<file path="config.mk">
export PLATFORM = sky130hd
export DESIGN_NAME = icss_clock_startup
export DESIGN_NICKNAME = d
export VERILOG_FILES = /design/src/hdl/icss_pkg.sv /design/src/hdl/icss_delay_count.sv /design/src/hdl/icss_clock_startup.sv
export SDC_FILE = /design/constraint.sdc
export NUM_CORES = 1
export LEC_CHECK = 0
export BUFFER_PORTS_ARGS = -buffer_cell sky130_fd_sc_hd__buf_2
export CAP_MARGIN = 20
export CORE_MARGIN = 2
export CORE_UTILIZATION = 45
export DETAILED_ROUTE_END_ITERATION = 10
export MAX_ROUTING_LAYER = met4
export PLACE_DENSITY = 0.68
export RECOVER_POWER = 100
export REMOVE_ABC_BUFFERS = 1
export SYNTH_ARGS = -nofsm -noshare
export SYNTH_HDL_FRONTEND = slang
export SYNTH_SLANG_ARGS = --single-unit
export TNS_END_PERCENT = 20
</file>
<file path="constraint.sdc">
create_clock -name core_clk -period 3.08 [get_ports core_clk]
set_input_delay 0.616 -clock core_clk [delete_from_list [all_inputs] [get_ports core_clk]]
set_output_delay 0.616 -clock core_clk [all_outputs]
set_load 0.02 [all_outputs]
</file>
<file path="src/hdl/icss_pkg.sv">
// shared constants for the internal clock source and start-up block
package icss_pkg;
	// clock source select codes (fuse value 0 means programmed)
	localparam logic [3:0] SRC_RC_8M     = 4'h2;
	localparam logic [3:0] SRC_RC_LEGACY = 4'h3;
	localparam logic [3:0] SRC_LP_128K   = 4'h4;
	localparam logic [3:0] SRC_LF_XTAL   = 4'h6;
	// start-up fuse codes
	localparam logic [1:0] STC_00 = 2'h0;
	localparam logic [1:0] STC_01 = 2'h1;
	localparam logic [1:0] STC_10 = 2'h2;
	localparam logic [1:0] STC_11 = 2'h3;
	// factory (shipped) fuse state
	localparam logic [3:0] FACTORY_SRC   = SRC_RC_8M;
	localparam logic [1:0] FACTORY_STC   = STC_10;
	localparam logic       FACTORY_DIV8  = 1'b0;
	localparam logic       FUSE_PROGRAMMED = 1'b0;
	// delay counts, in source cycles or watchdog oscillator cycles
	localparam int         CNT_W         = 16;
	localparam logic [CNT_W-1:0] CK_NONE    = 16'h0000;
	localparam logic [CNT_W-1:0] CK_ONE     = 16'h0001;
	localparam logic [CNT_W-1:0] CK_PD      = 16'h0006;
	localparam logic [CNT_W-1:0] CK_RST     = 16'h000E;
	localparam logic [CNT_W-1:0] CK_1K      = 16'h0400;
	localparam logic [CNT_W-1:0] WDT_4MS    = 16'h0200;
	localparam int         TIME_4MS_MS   = 4;
	localparam int         TIME_64MS_MS  = 64;
	localparam int         WDT_64MS_DEF  = 8192;
	localparam int         CK_32K_DEF    = 32768;
	// legacy mode system clock divider and pll factors
	localparam logic [1:0] LEGACY_DIV_LAST = 2'h3;
	localparam logic [3:0] PLL_MULT_LEGACY = 4'h4;
	localparam logic [3:0] PLL_MULT_NORMAL = 4'h8;
	localparam logic [7:0] TRIM_RESET      = 8'h00;
	// start-up sequencer states
	typedef enum logic [1:0] {
		ST_RESET = 2'b00,
		ST_WAIT  = 2'b01,
		ST_RUN   = 2'b10,
		ST_SLEEP = 2'b11
	} icss_state_t;
endpackage

</file>
<file path="src/hdl/icss_delay_count.sv">
// loadable down counter that steps on an enable tick
`timescale 1ns/1ps
module icss_delay_count
(
	// clock and reset
	input  wire logic                      core_clk,
	input  wire logic                      rst_n,
	// load and step
	input  wire logic                      load,
	input  wire logic [icss_pkg::CNT_W-1:0] load_val,
	input  wire logic                      tick,
	// status
	output logic                           done
);
	import icss_pkg::*;

	logic [CNT_W-1:0] count;

	// load wins over a step so a fresh delay never loses its first count
	always_ff @(posedge core_clk or negedge rst_n)
	begin
		if (!rst_n)
			count <= CK_NONE;
		else if (load)
			count <= load_val;
		else if (tick && count != CK_NONE)
			count <= count - CK_ONE;
	end

	assign done = (count == CK_NONE);
endmodule // icss_delay_count

</file>
<file path="src/hdl/icss_clock_startup.sv">
// internal clock source selection, trim load and start-up hold
`timescale 1ns/1ps
module icss_clock_startup
#(
	parameter int WDT_64MS_CYCLES = icss_pkg::WDT_64MS_DEF,
	parameter int CK_32K_CYCLES   = icss_pkg::CK_32K_DEF
)
(
	// clock and reset
	input  wire logic       core_clk,
	input  wire logic       rst_n,
	input  wire logic       chip_reset,
	// fuses
	input  wire logic       fuses_blank,
	input  wire logic [3:0] clock_source_fuses,
	input  wire logic [1:0] startup_time_fuses,
	input  wire logic       initial_div_by8_fuse,
	input  wire logic       reset_pin_disable_fuse,
	input  wire logic [7:0] factory_trim,
	// software trim access
	input  wire logic       trim_wr,
	input  wire logic [7:0] trim_wdata,
	// sleep control
	input  wire logic       sleep_req,
	input  wire logic       wake_req,
	// oscillator ticks, one-cycle enables
	input  wire logic       rc_osc_tick,
	input  wire logic       lp_osc_tick,
	input  wire logic       lf_xtal_tick,
	input  wire logic       wdt_osc_tick,
	// oscillator control
	output logic [7:0]      osc_trim_value,
	output logic            rc_osc_enable,
	output logic            lp_osc_enable,
	output logic            lf_xtal_enable,
	output logic            rc_legacy_6m4,
	output logic            pll_enable,
	output logic [3:0]      pll_mult,
	// system clock and status
	output logic            sys_clk_en,
	output logic            prescale_div8,
	output logic            core_hold,
	output logic            config_reserved,
	output logic            wdt_clk_en
);
	import icss_pkg::*;

	localparam logic [CNT_W-1:0] WDT_64MS = CNT_W'(WDT_64MS_CYCLES);
	localparam logic [CNT_W-1:0] CK_32K   = CNT_W'(CK_32K_CYCLES);

	icss_state_t      state;
	icss_state_t      next_state;
	logic [3:0]       src;
	logic [1:0]       st_code;
	logic             div8;
	logic             legacy;
	logic             src_tick;
	logic [1:0]       div_cnt;
	logic [CNT_W-1:0] rst_ck;
	logic [CNT_W-1:0] rst_wdt;
	logic [CNT_W-1:0] pd_ck;
	logic             reserved;
	logic             load;
	logic [CNT_W-1:0] load_ck;
	logic [CNT_W-1:0] load_wdt;
	logic             ck_done;
	logic             wdt_done;

	// blank fuse array reads as the shipped configuration
	assign src    = fuses_blank ? FACTORY_SRC : clock_source_fuses;
	assign st_code = fuses_blank ? FACTORY_STC : startup_time_fuses;
	assign div8   = fuses_blank ? FACTORY_DIV8 : initial_div_by8_fuse;
	assign legacy = (src == SRC_RC_LEGACY);

	// source selection; unsupported codes keep the RC oscillator alive
	always_comb
	begin
		rc_osc_enable  = 1'b0;
		lp_osc_enable  = 1'b0;
		lf_xtal_enable = 1'b0;
		src_tick       = 1'b0;
		unique case (src)
			SRC_RC_8M, SRC_RC_LEGACY:
			begin
				rc_osc_enable = 1'b1;
				src_tick      = rc_osc_tick;
			end
			SRC_LP_128K:
			begin
				lp_osc_enable = 1'b1;
				src_tick      = lp_osc_tick;
			end
			SRC_LF_XTAL:
			begin
				lf_xtal_enable = 1'b1;
				src_tick       = lf_xtal_tick;
			end
			default:
			begin
				rc_osc_enable = 1'b1;
				src_tick      = rc_osc_tick;
			end
		endcase
	end

	// delay table; reserved codes fall back to the longest delay
	always_comb
	begin
		rst_ck   = CK_RST;
		rst_wdt  = WDT_64MS;
		pd_ck    = CK_PD;
		reserved = 1'b0;
		if (legacy)
		begin
			unique case (st_code)
				STC_00, STC_01: rst_wdt = WDT_64MS;
				STC_10:         rst_wdt = WDT_4MS;
				STC_11:
				begin
					pd_ck   = CK_ONE;
					rst_wdt = (reset_pin_disable_fuse == FUSE_PROGRAMMED) ?
						WDT_4MS : CK_NONE;
				end
			endcase
		end
		else if (src == SRC_LF_XTAL)
		begin
			rst_ck = CK_NONE;
			unique case (st_code)
				STC_00:
				begin
					pd_ck   = CK_1K;
					rst_wdt = WDT_4MS;
				end
				STC_01:
				begin
					pd_ck   = CK_1K;
					rst_wdt = WDT_64MS;
				end
				STC_10:
				begin
					pd_ck   = CK_32K;
					rst_wdt = WDT_64MS;
				end
				STC_11:
				begin
					pd_ck    = CK_32K;
					reserved = 1'b1;
				end
			endcase
		end
		else if (src == SRC_RC_8M || src == SRC_LP_128K)
		begin
			unique case (st_code)
				STC_00: rst_wdt = (reset_pin_disable_fuse == FUSE_PROGRAMMED) ?
					WDT_4MS : CK_NONE;
				STC_01: rst_wdt = WDT_4MS;
				STC_10: rst_wdt = WDT_64MS;
				STC_11: reserved = 1'b1;
			endcase
		end
		else
			reserved = 1'b1;
	end

	// sequencer: reset release and wake-up both enter the counted wait
	always_comb
	begin
		next_state = state;
		load       = 1'b0;
		load_ck    = pd_ck;
		load_wdt   = CK_NONE;
		unique case (state)
			ST_RESET:
				if (!chip_reset)
				begin
					next_state = ST_WAIT;
					load       = 1'b1;
					load_ck    = rst_ck;
					load_wdt   = rst_wdt;
				end
			ST_WAIT:
				if (ck_done && wdt_done)
					next_state = ST_RUN;
			ST_RUN:
				if (sleep_req)
					next_state = ST_SLEEP;
			ST_SLEEP:
				if (wake_req)
				begin
					next_state = ST_WAIT;
					load       = 1'b1;
				end
		endcase
		if (chip_reset)
			next_state = ST_RESET;
	end

	// sequencer state register
	always_ff @(posedge core_clk or negedge rst_n)
	begin
		if (!rst_n)
			state <= ST_RESET;
		else
			state <= next_state;
	end

	// cycle part counts on the chosen source itself
	icss_delay_count u_ck_count
	(
		.core_clk (core_clk),
		.rst_n    (rst_n),
		.load     (load),
		.load_val (load_ck),
		.tick     (src_tick),
		.done     (ck_done)
	);

	// real-time part counts on the watchdog oscillator
	icss_delay_count u_wdt_count
	(
		.core_clk (core_clk),
		.rst_n    (rst_n),
		.load     (load),
		.load_val (load_wdt),
		.tick     (wdt_osc_tick),
		.done     (wdt_done)
	);

	// trim: factory value held in while reset lasts, software after
	always_ff @(posedge core_clk or negedge rst_n)
	begin
		if (!rst_n)
			osc_trim_value <= TRIM_RESET;
		else if (chip_reset)
			osc_trim_value <= factory_trim;
		else if (trim_wr)
			osc_trim_value <= trim_wdata;
	end

	// legacy divide-by-four; free running so the ratio never slips
	always_ff @(posedge core_clk or negedge rst_n)
	begin
		if (!rst_n)
			div_cnt <= 2'h0;
		else if (!legacy)
			div_cnt <= 2'h0;
		else if (src_tick)
			div_cnt <= div_cnt + 2'h1;
	end

	// system clock enable is gated off while the core is held
	always_comb
	begin
		core_hold  = (state != ST_RUN);
		sys_clk_en = !core_hold && src_tick &&
			(!legacy || div_cnt == LEGACY_DIV_LAST);
	end

	// outputs that follow the decoded fuses, plus the watchdog clock enable passed straight from wdt_osc_tick
	assign rc_legacy_6m4   = legacy;
	assign pll_enable      = legacy;
	assign pll_mult        = legacy ? PLL_MULT_LEGACY : PLL_MULT_NORMAL;
	assign prescale_div8   = (div8 == FUSE_PROGRAMMED);
	assign config_reserved = reserved;
	assign wdt_clk_en      = wdt_osc_tick;
endmodule // icss_clock_startup

</file>
==> results list, run 1 <==
- Latest clock arrival within the worst-skew pair: around 0.30 ns
- Internal reg-to-reg setup slack: 0.44 ns
- Startpoint of the worst setup timing path: fuses_blank
- The initial utilization of the core area, before any placement, comes to 0.467.
- Number of antenna violations at the first check in global routing: 0
- After synthesis, the mean cell area works out to 9.30 µm².
* Count of distinct cell types in the synthesized netlist: between 50 and 60
- End of the critical path: sys_clk_en
* Count of flip-flops with a built-in enable after synthesis: 0
* Number of flip-flops and latches in the synthesized netlist: 44
- The first detailed-routing pass ran for 4 iterations.
- The analysis attributes to cell leakage a power of 1.42 nW.
- Internal power comes to 1.60 mW.
- The cell count after synthesis came out at between 200 and 300.
- Worst Setup End Kind: output pin
- End of the worst register-to-register path: state[0]
- Setup repair after global routing missed its margin: false
- The total area inside the core boundary comes to 5960 µm².
- The detail route stage leaves a number of antenna-violating nets equal to 0.
- From synthesis to final layout, the design area changed by 13.9%.
* # nets final: 393
- The repair_antennas step left the layout with diodes totalling 0.
- CTS saw between 40 and 50 sinks.
- Derived from the worst setup path, the maximum achievable clock frequency is between 300 and 400 MHz.
- In this run the clock root is driven by a sky130_fd_sc_hd__clkbuf_8.
- The hold violation count in the final report came to 0.
- Violated checks: max-capacitance violations, max-slew violations
- Hold bufs inserted after CTS: 0
* Fin Clk Skew: 0.00575 ns
* Avg Vias per Cell: 5.55
- The die covers 6820 µm².
* Number of levels in the clock H-tree: 2
* Post-route cell area: 3170 µm²
* Setup fix buffers added after clock tree synthesis: 0
- The placed instances occupy a cell area of 3080 µm².
* Routed wire per std cell: 14.2 µm
- Measured slew at the worst slew-check pin: 2.33 ns
* Result of the run: complete, but fails checks
- Power per standard cell area: 865 nW/µm²
* Die outline width: 82.6 µm
* Worst hold path class: flip-flop to flip-flop
- Final period utilization: 0.880
- Remaining DRCs: 0
* Clock tree from TritonCTS: built
- The number of gates resized after CTS was 0.
- Clock buffer count from CTS: 5
- The first global-routing pass estimated between 9 and 10 mm of wire.
- Worst-path fanout max: 8
- Placer's final routability congestion estimate: approximately 0.80
* Switching share of total power: 0.415
- Critical path class: input port to output pin
* Via count of the first global-routing pass: ~2,100
- Across every metal layer, demand over resource in global routing totals 0.192.
* Relative slew slack: -0.552
- After legalization and detailed placement, the total HPWL measured 4.35 mm.
* Post-Route WL: 6.02 mm
- Summing over every cut layer, the via total after detailed routing is 2,349.
- Start of the worst register-to-register path: u_ck_count.count[2]
* Maximum number of pins on one net before global-route repair: 45
* Hold Crit Depth: 1
* Share of flip-flops with an asynchronous set or reset: 1.00
- Clock transition at the register clock pins on the worst setup and hold paths after CTS: approximately 0.08 ns
- Total negative setup slack: 0 ns
* Post-route minimum period: 2.71 ns
- Peak supply drop: about 0.00034 V
- Top Ports: 57
- Die Height: 82.6 µm
- Among all flip-flop cells after synthesis, the most frequent one is sky130_fd_sc_hd__dfrtp_1.
- Setup violations remaining at the end of the flow were counted as 0.
- For this design the total switching power over the nets is around 1.1 mW.
- At the worst endpoint, the arrival time is ~2.1 ns.
- The share of total power dissipated in combinational logic is 0.456.
* Fraction of layout cells with a size suffix above 1: 0.158
- Portion of total power attributed to sequential cells: 0.354
- STA classifies the critical path startpoint as an input port.
- The share of total power dissipated in the clock network is 0.189.
* Site Rows: 28
* Count of maximum capacitance violations: 1
- Total overflow reported by the global router: 0
- Final Max Tran Viols: 45
- For this run, the number of Yosys warnings is 0.
- Combined area of all synthesized cells: between 2000 and 3000 µm²
* Max Root-Sink Buffers: 2
- Buffers on Ports: 54
* Sequential share of the synthesized area: 0.396
* Required time worst endpoint: approximately 2.5 ns
- In this run, the number of DRC markers left after iteration 0 of detailed routing was 104.
* Number of cells traversed by the worst register-to-register path: 5
==> sequential cells by signal, indices dropped and copies added, names as in the netlist <==
signal and cells:
osc_trim_value 8, div_cnt 2, u_ck_count.count 16, u_wdt_count.count 16, state 2
==> cells in the final DEF (no fill, tap or decap), types with 3 or more instances in the layout <==
cell type,Yosys,layout
sky130_fd_sc_hd__nor3_1,10,10
sky130_fd_sc_hd__xor2_1,9,9
sky130_fd_sc_hd__nor2_1,36,36
sky130_fd_sc_hd__inv_1,13,13
sky130_fd_sc_hd__nor3b_1,3,3
sky130_fd_sc_hd__o21a_1,5,5
sky130_fd_sc_hd__a21oi_1,11,11
sky130_fd_sc_hd__nor4_1,8,9
sky130_fd_sc_hd__xnor2_1,12,12
sky130_fd_sc_hd__mux2i_1,9,10
sky130_fd_sc_hd__nand2b_1,3,3
sky130_fd_sc_hd__clkbuf_1,4,20
sky130_fd_sc_hd__or3_1,5,5
sky130_fd_sc_hd__nor4_2,4,3
sky130_fd_sc_hd__o21ai_0,12,13
sky130_fd_sc_hd__o22a_1,5,5
sky130_fd_sc_hd__clkbuf_8,0,5
sky130_fd_sc_hd__nand2_1,22,22
sky130_fd_sc_hd__dfrtp_1,44,44
sky130_fd_sc_hd__nand3_1,7,7
sky130_fd_sc_hd__buf_2,3,34
sky130_fd_sc_hd__ha_1,10,10
sky130_fd_sc_hd__nand4_1,11,11
sky130_fd_sc_hd__nand4b_1,3,3
==> power groups by stage <==
| stage | Sequential (mW) | Combinational (mW) | Clock, mW |
|---|---|---|---|
| after floorplan | 0.950 | 0.952 | 0 |
| after global placement | 0.974 | 1.23 | 0 |
| after detailed placement | 0.975 | 1.27 | 0 |
| after CTS | 0.970 | 1.27 | 0.526 |
| after global routing | 0.997 | 1.42 | 0.553 |
| final | 0.972 | 1.25 | 0.519 |
==> routing by layer <==
| metal | track usage | vias to the layer above | part of all wire |
|---|---|---|---|
| li1 | - | 1163 | - |
| met1 | 0.247 | 1104 | 0.49 |
| met2 | 0.299 | 73 | 0.44 |
| met3 | 0.0413 | 9 | 0.056 |
| met4 | 0.0689 | 0 | 0.017 |
| met5 | - | - | 0 |
==> layout make-up <==
class | instances | area [µm²]
clock buffers | 5 | 68.8
flip-flops and latches | 44 | 1100
repair buffers | 56 | 260
inverters | 13 | 48.8
fillers | 594 | 2790
multi-input cells | 228 | 1530
well taps | 75 | 93.8
clock inverters | 2 | 60.1
==> stage by stage <==
stage / utilization / total power [mW] / instances / setup slack, ns / hold WS (ns)
final: 0.532 / 2.74 / 423 / 0.369 / 0.517
after global routing: 0.532 / 2.97 / 423 / 0.225 / 0.532
after CTS: 0.539 / 2.77 / 423 / 0.488 / 0.513
after detailed placement: 0.518 / 2.24 / 416 / 0.513 / 0.504
after global placement: 0.518 / 2.21 / 416 / 0.534 / 0.501
after floorplan: - / 1.90 / 285 / 0.800 / 0.320
==> kinds of logic (layout without fill, tap and decap cells) <==
logic type,after synthesis,count (layout),synth area share
multiplexers,12,12,0.0468
AO/OA/AOI/OAI,52,52,0.130
adder cells (fa/ha/maj),10,10,0.0450
buffers and inverters,28,76,0.0464
XOR/XNOR,21,21,0.0662
other,1,2,0.00135
flip-flops,44,44,0.396
AND/OR/NAND/NOR,131,131,0.269
==> critical path, stage by stage <==
cell and delay, ns:
sky130_fd_sc_hd__buf_2 0.15, sky130_fd_sc_hd__nor4b_4 0.47, sky130_fd_sc_hd__mux2_1 0.51, sky130_fd_sc_hd__o21ai_0 0.14, sky130_fd_sc_hd__nor2_1 0.06, sky130_fd_sc_hd__buf_2 0.15
==> cells in the mapped netlist, types with 2 or more instances <==
| library cell | instances | area (µm²) |
|---|---|---|
| sky130_fd_sc_hd__dfrtp_1 | 44 | 1100 |
| sky130_fd_sc_hd__nor2_1 | 36 | 135 |
| sky130_fd_sc_hd__nand2_1 | 22 | 82.6 |
| sky130_fd_sc_hd__inv_1 | 13 | 48.8 |
| sky130_fd_sc_hd__o21ai_0 | 12 | 60.1 |
| sky130_fd_sc_hd__xnor2_1 | 12 | 105 |
| sky130_fd_sc_hd__a21oi_1 | 11 | 55.1 |
| sky130_fd_sc_hd__nand4_1 | 11 | 68.8 |
| sky130_fd_sc_hd__ha_1 | 10 | 125 |
| sky130_fd_sc_hd__nor3_1 | 10 | 50.1 |
| sky130_fd_sc_hd__mux2i_1 | 9 | 90.1 |
| sky130_fd_sc_hd__xor2_1 | 9 | 78.8 |
| sky130_fd_sc_hd__nor4_1 | 8 | 50.1 |
| sky130_fd_sc_hd__nand3_1 | 7 | 35.0 |
| sky130_fd_sc_hd__buf_4 | 5 | 37.5 |
| sky130_fd_sc_hd__o21a_1 | 5 | 37.5 |
| sky130_fd_sc_hd__o22a_1 | 5 | 43.8 |
| sky130_fd_sc_hd__or3_1 | 5 | 31.3 |
| sky130_fd_sc_hd__clkbuf_1 | 4 | 15.0 |
| sky130_fd_sc_hd__nor4_2 | 4 | 50.1 |
| sky130_fd_sc_hd__buf_2 | 3 | 15.0 |
| sky130_fd_sc_hd__nand2b_1 | 3 | 18.8 |
| sky130_fd_sc_hd__nand4b_1 | 3 | 26.3 |
| sky130_fd_sc_hd__nor3b_1 | 3 | 22.5 |
| sky130_fd_sc_hd__or2_2 | 3 | 18.8 |
| sky130_fd_sc_hd__a2bb2oi_1 | 2 | 17.5 |
| sky130_fd_sc_hd__a31oi_1 | 2 | 12.5 |
| sky130_fd_sc_hd__and2_1 | 2 | 12.5 |
| sky130_fd_sc_hd__and3_1 | 2 | 12.5 |
| sky130_fd_sc_hd__and3b_1 | 2 | 17.5 |
| sky130_fd_sc_hd__and4_1 | 2 | 17.5 |
| sky130_fd_sc_hd__buf_1 | 2 | 7.51 |
| sky130_fd_sc_hd__o32a_1 | 2 | 20.0 |
==> worst min path at each step <==
stage / from / end / slack [ns]
after global routing: factory_trim[4] / osc_trim_value[4] / 0.53
after CTS: rst_n / u_wdt_count.count[5] / 0.51
after detailed placement: u_ck_count.count[15] / u_ck_count.count[15] / 0.50
after global placement: u_ck_count.count[15] / u_ck_count.count[15] / 0.50
final: u_ck_count.count[15] / u_ck_count.count[15] / 0.52
after floorplan: rst_n / div_cnt[0] / 0.32
(Power assumes the default switching activity.)
==> inputs of run 2 (changes only) <==
--- a/config.mk
+++ b/config.mk
@@ -6,11 +6,14 @@
 export NUM_CORES = 1
 export LEC_CHECK = 0
+export ABC_CLOCK_PERIOD_IN_PS = 3080
 export BUFFER_PORTS_ARGS = -buffer_cell sky130_fd_sc_hd__buf_2
 export CAP_MARGIN = 20
+export CELL_PAD_IN_SITES_DETAIL_PLACEMENT = 1
+export CELL_PAD_IN_SITES_GLOBAL_PLACEMENT = 1
 export CORE_MARGIN = 2
-export CORE_UTILIZATION = 45
+export CORE_UTILIZATION = 42
 export DETAILED_ROUTE_END_ITERATION = 10
 export MAX_ROUTING_LAYER = met4
-export PLACE_DENSITY = 0.68
+export PLACE_DENSITY_LB_ADDON = 0.1
 export RECOVER_POWER = 100
 export REMOVE_ABC_BUFFERS = 1
==> constraint.sdc (replaced) <==
create_clock -name core_clk -period 3.08 [get_ports core_clk]
set_input_delay 0.308 -clock core_clk [delete_from_list [all_inputs] [get_ports core_clk]]
set_output_delay 0.308 -clock core_clk [all_outputs]
set_load 0.02 [all_outputs]
==> run 2 against run 1 <==
The run now ends clean; clock skew fell by 0.0011 ns; routed wire length increased by 11%; final cell count grew 1.2%; worst setup slack improved by 0.043 ns; hold slack got worse by 0.31 ns; highest routed layer unchanged.
==> results list, run 2 (synthesized netlist as in run 1, its figures left out) <==
- For the final database, setup skew stands at about 0.0047 ns.
- The run finished with clean final reports.
- Number of levels in the clock H-tree: 2
* Die Height: about 85 µm
* Clock transition at the register clock pins on the worst setup and hold paths after CTS: about 0.090 ns
* Worst Setup End Kind: flip-flop
* Final Max Tran Viols: 0
- Setup WS post-layout: 0.412 ns
- Maximum number of pins on one net before global-route repair: 45
- Post-Route WL: 6.70 mm
- Worst hold path class: input port to flip-flop
- Final count of hold timing violations: 0
- Effective utilization at floorplan: 0.435
- For this design the static power due to leakage is 1.42 nW.
* Detailed Routing Iterations Pass 1: 4
* Die outline width: 85.4 µm
- The clock reaches the later pin of the worst-skew pair after between 0.3 and 0.4 ns.
- In this run the remaining antenna-violating nets after routing total 0.
* Maximum achievable frequency: 375 MHz
* Count of maximum capacitance violations: 0
- The internal power of the cells totals 1.52 mW.
- For the pin with the worst max-slew slack, the measured transition is 1.25 ns.
* Dpl hpwl: about 4.9 mm
- Critical path class: input port to flip-flop
* Placer's final routability congestion estimate: 0.790
* Worst Path Arrival: ~2.9 ns
* Combinational fraction of design power: 0.467
- Relative slew slack: 0.156
* Final setup vio count: 0
- The worst path needs roughly 2.7 ns of the cycle, external delays included.
* Buffers on Ports: 54
* Resize count post-CTS: 0
* Routed wire per std cell: 15.6 µm
- Setup repair after global routing left no endpoint under its margin.
* Total inserted antenna cells: 0
- Cell Area, Placed: around 3000 µm²
- Clock buffer count from CTS: 5
* Switching share of total power: 0.433
- The floorplan has 29 rows.
- Avg Vias per Cell: 5.56
- Switching component of the power: 1.17 mW
- Overall power consumption: 2.69 mW
- STA puts the critical path data required time at ~3.3 ns.
* Power per standard cell area: about 850 nW/µm²
- First-pass GRT wire length: 11.5 mm
- Core region area: ~6400 µm²
- Number of instances in the placed design: 418
* Final worst hold slack: between 0.2 and 0.25 ns
- Measured on the finished design, the core utilization comes to 0.493.
- In the final layout, the share of cells above drive strength 1 is 0.160.
- Total negative setup slack: 0 ns
- After the first detailed-routing iteration, the DRC count stood at 62.
- Final period utilization: 0.866
- Portion of total power attributed to sequential cells: 0.362
- Peak supply drop: 0.000383 V
- Of all nets on the critical path, the largest fanout is 8.
* Layout overhead on the synthesized area: 13.3%
- For this block, the via count after detailed routing is 2,381.
* Number of standard cells in the layout, taps in and fillers out: between 400 and 500
- The cell sitting at the root of the clock tree is a sky130_fd_sc_hd__clkbuf_8.
- Number of cells traversed by the worst register-to-register path: 5
- TritonCTS built the clock tree.
* Type of element launching the critical path: input port
* Full die area: 7290 µm²
- The initial antenna violation count was 0.
- The largest registers in the layout are u_ck_count.count: 16 flops, u_wdt_count.count: 16 flops, osc_trim_value: 8 flops.
- Remaining DRCs: 0
- Top Ports: 57
- Max Root-Sink Buffers: 2
- # nets final: 395
- Leaving out fill and tap cells, the most frequent cell in the layout is sky130_fd_sc_hd__dfrtp_1.
- Post-route cell area: 3150 µm²
- The worst hold path was traced through 3 stages.
- The library cells used most frequently in the layout, excluding fill and tap cells, are sky130_fd_sc_hd__dfrtp_1 (44), sky130_fd_sc_hd__nor2_1 (37), sky130_fd_sc_hd__buf_2 (34).
- Via count of the first global-routing pass: 2,486
- Across every metal layer, demand over resource in global routing totals 0.202.
- Total overflow reported by the global router: 0
* Clock share of power: 0.171
- The clock net in this run drives a total of 44 sinks.
* Worst setup slack after placement: 0.701 ns
-- run 2: path summary, 6_finish.rpt --
kind | from | end | slack, ns
setup / recovery | fuses_blank | u_ck_count.count[10] | 0.41
hold / removal | factory_trim[0] | osc_trim_value[0] | 0.21
setup reg to reg | u_ck_count.count[5] | state[0] | 0.67
hold reg to reg | u_ck_count.count[15] | u_ck_count.count[15] | 0.53
max in group asynchronous | rst_n | u_ck_count.count[0] | 1.70
min in group asynchronous | rst_n | osc_trim_value[0] | 0.69
-- run 2: per-layer routing --
layer / vias up / track usage / part of all wire
met3: 6 / 0.0331 / 0.031
met4: 0 / 0.0476 / 0.010
met2: 34 / 0.339 / 0.49
met5: - / - / 0
met1: 1174 / 0.256 / 0.47
li1: 1167 / - / -
-- run 2: worst max-delay path, stage by stage --
cell                        delay, ns
sky130_fd_sc_hd__clkbuf_1        0.15
sky130_fd_sc_hd__nor4b_1         1.08
sky130_fd_sc_hd__mux2i_2         0.58
sky130_fd_sc_hd__nor2_1          0.28
sky130_fd_sc_hd__a2bb2oi_1       0.19
sky130_fd_sc_hd__o2bb2a_1        0.28
-- run 2: layout make-up --
cell class              instances  area, µm²
clock inverters                 3       42.5
clock buffers                   5       68.8
flip-flops and latches         44       1100
inverters                      13       48.8
fillers                       768       3240
multi-input cells             228       1510
well taps                      77       96.3
repair buffers                 58        287
-- run 2: power groups by stage --
stage,registers [mW],clock network [mW],logic [mW]
floorplan,0.950,0,0.952
finish,0.974,0.461,1.26
global route,1.01,0.508,1.43
global placement,0.978,0,1.26
CTS,0.977,0.479,1.31
detailed placement,0.986,0,1.30
-- run 2: repair_timing --
action                                 in CTS  in global routing
buffers inserted                            0                  0
endpoints found under the hold margin       0                 16
hold buffers                                0                  1
